$ cat config.mk
export PLATFORM = sky130hd
export DESIGN_NAME = firs_top
export DESIGN_NICKNAME = d
export VERILOG_FILES = /design/src/rtl/firs_pkg.sv /design/src/rtl/firs_fifo.sv /design/src/rtl/firs_top.sv
export VERILOG_INCLUDE_DIRS = /design/src /design/src/rtl
export SDC_FILE = /design/constraint.sdc
export NUM_CORES = 1
export LEC_CHECK = 0
export BUFFER_PORTS_ARGS = -buffer_cell sky130_fd_sc_hd__buf_2
export CORE_MARGIN = 8
export CORE_UTILIZATION = 61
export DETAILED_ROUTE_END_ITERATION = 10
export GPL_TIMING_DRIVEN = 0
export HOLD_SLACK_MARGIN = 0.03
export MAX_ROUTING_LAYER = met4
export PLACE_DENSITY = 0.86
export SLEW_MARGIN = 30
export SYNTH_ARGS = -nofsm -noshare
export SYNTH_HDL_FRONTEND = slang
export SYNTH_SLANG_ARGS = --single-unit
export TNS_END_PERCENT = 50
$ cat constraint.sdc
create_clock -name mclk_i -period 3 [get_ports mclk_i]
set_input_delay 0.3 -clock mclk_i [delete_from_list [all_inputs] [get_ports mclk_i]]
set_output_delay 0.3 -clock mclk_i [all_outputs]
set_load 0.005 [all_outputs]
$ cat src/rtl/firs_cfg.svh
`ifndef FIRS_CFG_SVH
`define FIRS_CFG_SVH
// Opcodes
`define FIRS_OP_ROW_READ     8'h68
`define FIRS_OP_SECTOR_OPEN  8'h26
`define FIRS_OP_SECTOR_CLOSE 8'h24
// Frame field end counts in serial clocks
`define FIRS_OPC_BITS        6'h08
`define FIRS_ADDR_END        6'h20
`define FIRS_DUMMY_END       6'h28
// Row geometry
`define FIRS_ROW_LAST        8'hff
`define FIRS_ROW_BITS        10
`define FIRS_ROW_MSB         13
`define FIRS_ROW_LSB         12
`define FIRS_SECT_LSB        12
// Timing
`define FIRS_CLK_MHZ         40
`define FIRS_LINK_MHZ        104
// Fifo
`define FIRS_FIFO_DEPTH      32
`define FIRS_FIFO_AW         5
`endif

$ cat src/rtl/firs_pkg.sv
package firs_pkg;
    // Command decoder states
    typedef enum logic [4:0] {
        FIRS_IDLE  = 5'b00001,
        FIRS_OPC   = 5'b00010,
        FIRS_ADDR  = 5'b00100,
        FIRS_DATA  = 5'b01000,
        FIRS_SKIP  = 5'b10000
    } firs_state_e;

    // Serial pins as seen by the device
    typedef struct packed {
        logic ce_n;
        logic sck;
        logic si;
    } firs_pins_s;

    // Sector selection
    typedef struct packed {
        logic        open;
        logic [11:0] sector;
    } firs_sect_s;
endpackage : firs_pkg

$ cat src/rtl/firs_fifo.sv
`timescale 1ns/1ps
module firs_fifo #(
    parameter int WIDTH = 8,
    parameter int DEPTH = 32,
    parameter int AW    = 5
) (
    input  wire logic             mclk_i,
    input  wire logic             rst_n_i,
    input  wire logic             flush_i,
    input  wire logic [WIDTH-1:0] in_data_i,
    input  wire logic             in_valid_i,
    output logic                  in_ready_o,
    output logic      [WIDTH-1:0] out_data_o,
    output logic                  out_valid_o,
    input  wire logic             out_ready_i
);
    logic [WIDTH-1:0] mem [DEPTH];
    logic [AW:0]      wr_reg;
    logic [AW:0]      rd_reg;
    logic             push;
    logic             pop;

    // Honest full and empty from pointer difference
    assign out_valid_o = (wr_reg != rd_reg);
    assign in_ready_o  = (wr_reg[AW] == rd_reg[AW]) ||
                         (wr_reg[AW-1:0] != rd_reg[AW-1:0]);
    assign push        = in_valid_i && in_ready_o;
    assign pop         = out_valid_o && out_ready_i;
    assign out_data_o  = mem[rd_reg[AW-1:0]];

    // Storage
    always_ff @(posedge mclk_i) begin
        if (push) begin
            mem[wr_reg[AW-1:0]] <= in_data_i;
        end
    end

    // Pointers
    always_ff @(posedge mclk_i or negedge rst_n_i) begin
        if (!rst_n_i) begin
            wr_reg <= '0;
            rd_reg <= '0;
        end else if (flush_i) begin
            wr_reg <= '0;
            rd_reg <= '0;
        end else begin
            if (push) begin
                wr_reg <= wr_reg + 1'b1;
            end
            if (pop) begin
                rd_reg <= rd_reg + 1'b1;
            end
        end
    end
endmodule : firs_fifo

$ cat src/rtl/firs_top.sv
// Behaviour
// - Opcode 68h starts an information-row read.
// - Row read works at serial clocks up to the fast limit; the code samples sck with mclk, so sck must stay below 20 MHz.
// - Opcode, address and dummy bits sampled on rising serial clock.
// - Data bits driven onto serial output on falling serial clock.
// - Byte address advances by one after each byte shifted out.
// - Past the last byte of a row the data is undefined.
// - Chip enable high ends the read and stops output driving.
// - Row read ignored while a program, erase or write cycle runs.
// - Opcode 26h unlocks one sector for program and erase.
// - Unlock applies only inside blocks marked protected by protect bits; the code locks every sector but the open one when any protect bit is set.
// - Only one sector open; a new unlock replaces the old one.
// - Unlock takes 24 address bits; bits 0 to 11 are ignored.
// - Other sectors of the protected block stay read-only.
// - Opcode 24h relocks the open sector.
// - Lock command is the opcode alone, no address.
// - Write-in-progress flag is 1 during program or erase, else 0.
`timescale 1ns/1ps
`include "firs_cfg.svh"
module firs_top (
    input  wire logic             mclk_i,
    input  wire logic             rst_n_i,
    input  wire firs_pkg::firs_pins_s pins_i,
    output logic                  so_o,
    output logic                  so_oe_o,
    input  wire logic             write_in_progress_flag_i,
    input  wire logic             block_protect_bit0_i,
    input  wire logic             block_protect_bit1_i,
    input  wire logic             block_protect_bit2_i,
    input  wire logic             block_protect_bit3_i,
    input  wire logic [11:0]      wr_sector_i,
    output logic                  wr_allowed_o,
    output logic                  sector_open_o,
    output logic [11:0]           open_sector_o,
    output logic                  write_in_progress_flag_o,
    output logic [`FIRS_ROW_BITS-1:0] rom_addr_o,
    input  wire logic [7:0]       rom_data_i
);
    import firs_pkg::*;

    // ------------------------------------------------------------
    // Pin synchronisers
    // ------------------------------------------------------------
    logic [2:0] meta_reg;
    logic [2:0] sync_reg;
    logic       sck_d_reg;
    logic       wip_meta_reg;
    logic       wip_reg;
    logic [3:0] bp_meta_reg;
    logic [3:0] bp_reg;

    // Two flops on every pin and status input
    always_ff @(posedge mclk_i or negedge rst_n_i) begin
        if (!rst_n_i) begin
            meta_reg     <= 3'h4;
            sync_reg     <= 3'h4;
            sck_d_reg    <= 1'b0;
            wip_meta_reg <= 1'b0;
            wip_reg      <= 1'b0;
            bp_meta_reg  <= 4'h0;
            bp_reg       <= 4'h0;
        end else begin
            meta_reg     <= {pins_i.ce_n, pins_i.sck, pins_i.si};
            sync_reg     <= meta_reg;
            sck_d_reg    <= sync_reg[1];
            wip_meta_reg <= write_in_progress_flag_i;
            wip_reg      <= wip_meta_reg;
            bp_meta_reg  <= {block_protect_bit3_i, block_protect_bit2_i,
                             block_protect_bit1_i, block_protect_bit0_i};
            bp_reg       <= bp_meta_reg;
        end
    end

    logic ce_n;
    logic si;
    logic rise;
    logic fall;
    assign ce_n = sync_reg[2];
    assign si   = sync_reg[0];
    assign rise = sync_reg[1] && !sck_d_reg;
    assign fall = !sync_reg[1] && sck_d_reg;

    // ------------------------------------------------------------
    // Command decoder
    // ------------------------------------------------------------
    firs_state_e state_reg;
    logic [5:0]  cnt_reg;
    logic [7:0]  opc_reg;
    logic [23:0] addr_reg;
    logic [2:0]  bit_reg;
    logic [`FIRS_ROW_BITS-1:0] rd_addr_reg;
    logic [7:0]  opc_next;
    logic [23:0] addr_next;
    assign opc_next  = {opc_reg[6:0], si};
    assign addr_next = {addr_reg[22:0], si};

    // Bit counter and frame sequencing
    always_ff @(posedge mclk_i or negedge rst_n_i) begin
        if (!rst_n_i) begin
            state_reg <= FIRS_IDLE;
            cnt_reg   <= 6'h00;
            opc_reg   <= 8'h00;
            addr_reg  <= 24'h000000;
        end else if (ce_n) begin
            state_reg <= FIRS_IDLE;
            cnt_reg   <= 6'h00;
        end else begin
            case (state_reg)
                FIRS_IDLE: begin
                    state_reg <= FIRS_OPC;
                    cnt_reg   <= 6'h00;
                end
                FIRS_OPC: begin
                    if (rise) begin
                        opc_reg <= opc_next;
                        cnt_reg <= cnt_reg + 6'h01;
                        if (cnt_reg == `FIRS_OPC_BITS - 6'h01) begin
                            if (opc_next == `FIRS_OP_SECTOR_OPEN ||
                                (opc_next == `FIRS_OP_ROW_READ &&
                                 !wip_reg)) begin
                                state_reg <= FIRS_ADDR;
                            end else begin
                                state_reg <= FIRS_SKIP;
                            end
                        end
                    end
                end
                FIRS_ADDR: begin
                    if (rise) begin
                        cnt_reg <= cnt_reg + 6'h01;
                        if (cnt_reg < `FIRS_ADDR_END) begin
                            addr_reg <= addr_next;
                        end
                        if (opc_reg == `FIRS_OP_SECTOR_OPEN &&
                            cnt_reg == `FIRS_ADDR_END - 6'h01) begin
                            state_reg <= FIRS_SKIP;
                        end
                        if (cnt_reg == `FIRS_DUMMY_END - 6'h01) begin
                            state_reg <= FIRS_DATA;
                        end
                    end
                end
                FIRS_DATA: begin
                    state_reg <= FIRS_DATA;
                end
                FIRS_SKIP: begin
                    state_reg <= FIRS_SKIP;
                end
                default: begin
                    state_reg <= FIRS_IDLE;
                end
            endcase
        end
    end

    // ------------------------------------------------------------
    // Row read data path through the byte buffer
    // ------------------------------------------------------------
    logic       fetch_reg;
    logic       fifo_in_ready;
    logic [7:0] fifo_data;
    logic       fifo_valid;
    logic       fifo_pop;
    logic [7:0] shift_reg;
    logic       loaded_reg;
    logic       push_reg;

    // Prefetch row bytes while the buffer has room
    // One fetch in flight at most, so a full buffer never drops a byte
    always_ff @(posedge mclk_i or negedge rst_n_i) begin
        if (!rst_n_i) begin
            rd_addr_reg <= '0;
            fetch_reg   <= 1'b0;
        end else if (state_reg != FIRS_DATA) begin
            rd_addr_reg <= {addr_reg[`FIRS_ROW_MSB:`FIRS_ROW_LSB],
                            addr_reg[7:0]};
            fetch_reg   <= 1'b0;
        end else if (fifo_in_ready && !push_reg) begin
            fetch_reg <= 1'b1;
            if (fetch_reg) begin
                rd_addr_reg <= rd_addr_reg + 1'b1;
            end
        end
    end

    // Memory address follows the prefetch pointer
    always_ff @(posedge mclk_i or negedge rst_n_i) begin
        if (!rst_n_i) begin
            rom_addr_o <= '0;
        end else begin
            rom_addr_o <= rd_addr_reg;
        end
    end

    // Buffer write one cycle after the memory address is issued
    always_ff @(posedge mclk_i or negedge rst_n_i) begin
        if (!rst_n_i) begin
            push_reg <= 1'b0;
        end else begin
            push_reg <= (state_reg == FIRS_DATA) && fetch_reg &&
                        fifo_in_ready && !push_reg;
        end
    end

    firs_fifo #(
        .WIDTH (8),
        .DEPTH (`FIRS_FIFO_DEPTH),
        .AW    (`FIRS_FIFO_AW)
    ) u_fifo (
        .mclk_i      (mclk_i),
        .rst_n_i     (rst_n_i),
        .flush_i     (state_reg != FIRS_DATA),
        .in_data_i   (rom_data_i),
        .in_valid_i  (push_reg),
        .in_ready_o  (fifo_in_ready),
        .out_data_o  (fifo_data),
        .out_valid_o (fifo_valid),
        .out_ready_i (fifo_pop)
    );

    assign fifo_pop = fall && (bit_reg == 3'h0) && fifo_valid &&
                      (state_reg == FIRS_DATA);

    // Serial shifter, one bit per falling edge
    always_ff @(posedge mclk_i or negedge rst_n_i) begin
        if (!rst_n_i) begin
            shift_reg  <= 8'h00;
            bit_reg    <= 3'h0;
            loaded_reg <= 1'b0;
            so_o       <= 1'b0;
        end else if (state_reg != FIRS_DATA) begin
            bit_reg    <= 3'h0;
            loaded_reg <= 1'b0;
        end else if (fall) begin
            if (bit_reg == 3'h0) begin
                so_o       <= fifo_data[7];
                shift_reg  <= {fifo_data[6:0], 1'b0};
                loaded_reg <= fifo_valid;
            end else begin
                so_o      <= shift_reg[7];
                shift_reg <= {shift_reg[6:0], 1'b0};
            end
            bit_reg <= bit_reg + 3'h1;
        end
    end

    // Output enable only in the data phase
    always_ff @(posedge mclk_i or negedge rst_n_i) begin
        if (!rst_n_i) begin
            so_oe_o <= 1'b0;
        end else begin
            so_oe_o <= (state_reg == FIRS_DATA) && !ce_n &&
                       (fall || so_oe_o);
        end
    end

    // ------------------------------------------------------------
    // Sector lock and unlock
    // ------------------------------------------------------------
    firs_sect_s sect_reg;
    logic       close_hit;
    logic       open_hit;
    assign close_hit = (state_reg == FIRS_OPC) && rise &&
                       cnt_reg == `FIRS_OPC_BITS - 6'h01 &&
                       opc_next == `FIRS_OP_SECTOR_CLOSE;
    assign open_hit  = (state_reg == FIRS_ADDR) && rise &&
                       opc_reg == `FIRS_OP_SECTOR_OPEN &&
                       cnt_reg == `FIRS_ADDR_END - 6'h01;

    // Single open sector register
    always_ff @(posedge mclk_i or negedge rst_n_i) begin
        if (!rst_n_i) begin
            sect_reg <= '0;
        end else if (open_hit) begin
            sect_reg.open   <= 1'b1;
            sect_reg.sector <= addr_next[23:`FIRS_SECT_LSB];
        end else if (close_hit) begin
            sect_reg.open <= 1'b0;
        end
    end

    // Write permission for the array write engine
    always_ff @(posedge mclk_i or negedge rst_n_i) begin
        if (!rst_n_i) begin
            wr_allowed_o             <= 1'b0;
            sector_open_o            <= 1'b0;
            open_sector_o            <= 12'h000;
            write_in_progress_flag_o <= 1'b0;
        end else begin
            wr_allowed_o  <= (bp_reg == 4'h0) ||
                             (sect_reg.open &&
                              sect_reg.sector == wr_sector_i);
            sector_open_o <= sect_reg.open;
            open_sector_o <= sect_reg.sector;
            write_in_progress_flag_o <= wip_reg;
        end
    end
endmodule : firs_top

==> flow_metrics.tcl <==
set metrics [dict create \
    routed_via_density 6.26 \
    dp_slack_ps -113 \
    synth_edf_count 256 \
    syn_to_final_growth_pct 14.1 \
    die_h_um 176 \
    start_kind "flip-flop" \
    crit_fanout 10 \
    cts_htree_levels 2 \
    cap_violations 0 \
    multi_input_area_mm2 0.00431 \
    cts_max_path_buffers 3 \
    finalHoldViolCount 0 \
    finalSetupTns_ps -1890 \
    syn_nets 979 \
    status "finished, violations left" \
    min_path_type "input port to flip-flop" \
    start_util 0.620 \
    stdcell_area_mm2 0.0178 \
    syn_area_per_cell_um2 16.6 \
    timing.rr.start "u_fifo.rd_reg[0]$_DFFE_PN0P_" \
    finalWirelength_um 33000 \
    peakVddDrop_v 0.000595 \
    place.gp.congestion 0.908 \
    grt_max_degree 94 \
    fin_hold_ws_ps 165 \
    max_slew.worst_pin.slew_ps 979 \
    grt_pass1_vias 9141 \
    yosysUniqueCellTypes 67 \
    total_power_mw 10.9 \
    post_cts_buffers 0 \
    dieArea_mm2 0.0309 \
    tritoncts "yes" \
    grt_remaining_overflow 0 \
    slew_violations 0 \
    synth_top_area_frac 0.494 \
    grt_pass1_wl_um 51300 \
    min_period_over_period 1.02 \
    numClockSinks 389 \
    violations "setup timing" \
    track_usage 0.220 \
    worstSetupEndpointType "flip-flop" \
    routedWlPerCell_um 23.5 \
    slew-limit-headroom 0.331 \
    cp-startpoint "u_fifo.rd_reg[0]$_DFFE_PN0P_" \
    finalNonFillerCells 1405 \
    setup-violations-final 77 \
    synthArstFlopShare 0.342 \
    dpl-instance-area_mm2 0.0163 \
    syn_inst 940 \
    antenna_cells 0 \
    coreArea_mm2 0.0251 \
    final_util 0.707 \
    largest_reg_flops 256 \
    first_pass_iters 5 \
    syn_area_mm2 0.0156 \
    ant_nets 0 \
    path_clk_slew_ps 70 \
    io_buffers 56 \
    p_leak_nw 6.51 \
    powerDensity_mw_per_mm2 615 \
    fmax_ghz 0.327 \
    clkLatencyLatePin_ps 550 \
    drc 0 \
    antenna_found_initial 0 \
    dp_hpwl_um 21100 \
    dp_cells 1327 \
    layout-drive-gt1-share 0.256 \
    yosysWarnings 0 \
    synth_seq_cells 389 \
    setup_slack_ps -59.2 \
    netlist_top_cells_area "edfxtp_1, dfrtp_1, mux4_2, mux2_2, mux2i_1" \
    rsz0062_at_grt "true" \
    cts-root-buf "clkbuf_16" \
    nFillCells 1510 \
    num_vias 8798 \
    fin_crit_ps 3060 \
    synth_top_area_cell "edfxtp_1" \
    synthTopCellsByCount "edfxtp_1, dfrtp_1, nor2_1" \
    synth_most_common_cell "edfxtp_1" \
    hold_start "wr_sector_i[8]" \
    die_x_um 176 \
    seq_area_frac_synth 0.708 \
    fin_skew_ps 28.8 \
    drtIter0Drc 817 \
    nets 1085 \
    seqCellArea_mm2 0.0110 \
    rows 58 \
    cts_buffers 39 \
    io_pins 57 \
    synth_flop_cell "edfxtp_1" \
    worst-endpoint-required_ps 3170 \
    path_class "flip-flop to flip-flop" \
    worstPathArrival_ps 3230 \
]
[kinds of logic (layout without fill, tap and decap cells)]
kind of cell	after synthesis	after routing	share of synthesized area
adders and majority gates	9	9	0.00723
xor gates and xnor gates	42	42	0.0236
buffers and inverters	61	196	0.0220
AOI/OAI and AO/OA	97	97	0.0473
muxes	128	128	0.121
and+or+nand+nor	214	214	0.0714
DFF	389	389	0.708
[power breakdown]
part	internal (mW)	switching, mW
clock network	2.76	2.03
logic	0.120	0.218
registers	5.77	0.0358
total	8.65	2.28
[routing by layer]
metal	vias to the layer above	GRT usage	wire length [um]	part of all wire
li1	3822	-	-	-
met1	4485	0.264	12800	0.39
met2	411	0.369	16700	0.51
met3	80	0.0470	2580	0.078
met4	0	0.0724	924	0.028
met5	-	-	0	0
[worst max-delay path, cell delays in order (launching register included)]
cell and delay [ps]:
dfrtp_1 420, buf_4 260, buf_6 210, xor2_1 240, nor3_4 90, a31oi_4 350
nand2_1 510, nor2_2 580
[cell type report]
type	instances	area share
Clock inverter	24	0.0138
Sequential cell	389	0.620
Timing Repair Buffer	66	0.0230
Tap cell	330	0.0232
Inverter	16	0.00338
Clock buffer	46	0.0582
Buffer	44	0.0157
Multi-Input combinational cell	490	0.242
[final timing paths]
kind	to	slack [ps]	depth (start not counted)
max	u_fifo.mem[14][1]$_DFFE_PP_	-60	7
min	wr_allowed_o$_DFF_PN0_	170	4
max reg2reg	u_fifo.mem[14][1]$_DFFE_PP_	-60	7
min reg2reg	bp_reg[2]$_DFF_PN0_	350	0
max in group asynchronous	bp_reg[1]$_DFF_PN0_	2020	3
min in group asynchronous	u_fifo.rd_reg[4]$_DFFE_PN0P_	250	2
[repair_timing]
action	in CTS	in global routing
resized for setup	11	26
hold buffers	9	0
gates cloned	0	0
setup endpoints to repair	152	258
hold endpoints to repair	48	0
[placed cells by master (no fill, tap or decap), types with 10 or more instances in the layout]
master / instances
a2111oi_0: 17
buf_2: 65
clkbuf_1: 19
clkbuf_16: 40
dfrtp_1: 130
edfxtp_1: 256
inv_1: 15
mux2_2: 40
mux2i_1: 36
mux4_2: 43
nand2_1: 47
nand3_1: 13
nand4_1: 18
nor2_1: 37
nor2_2: 29
nor2b_1: 16
o21ai_0: 15
xnor2_1: 10
xor2_1: 32
(Power assumes the default switching activity.)
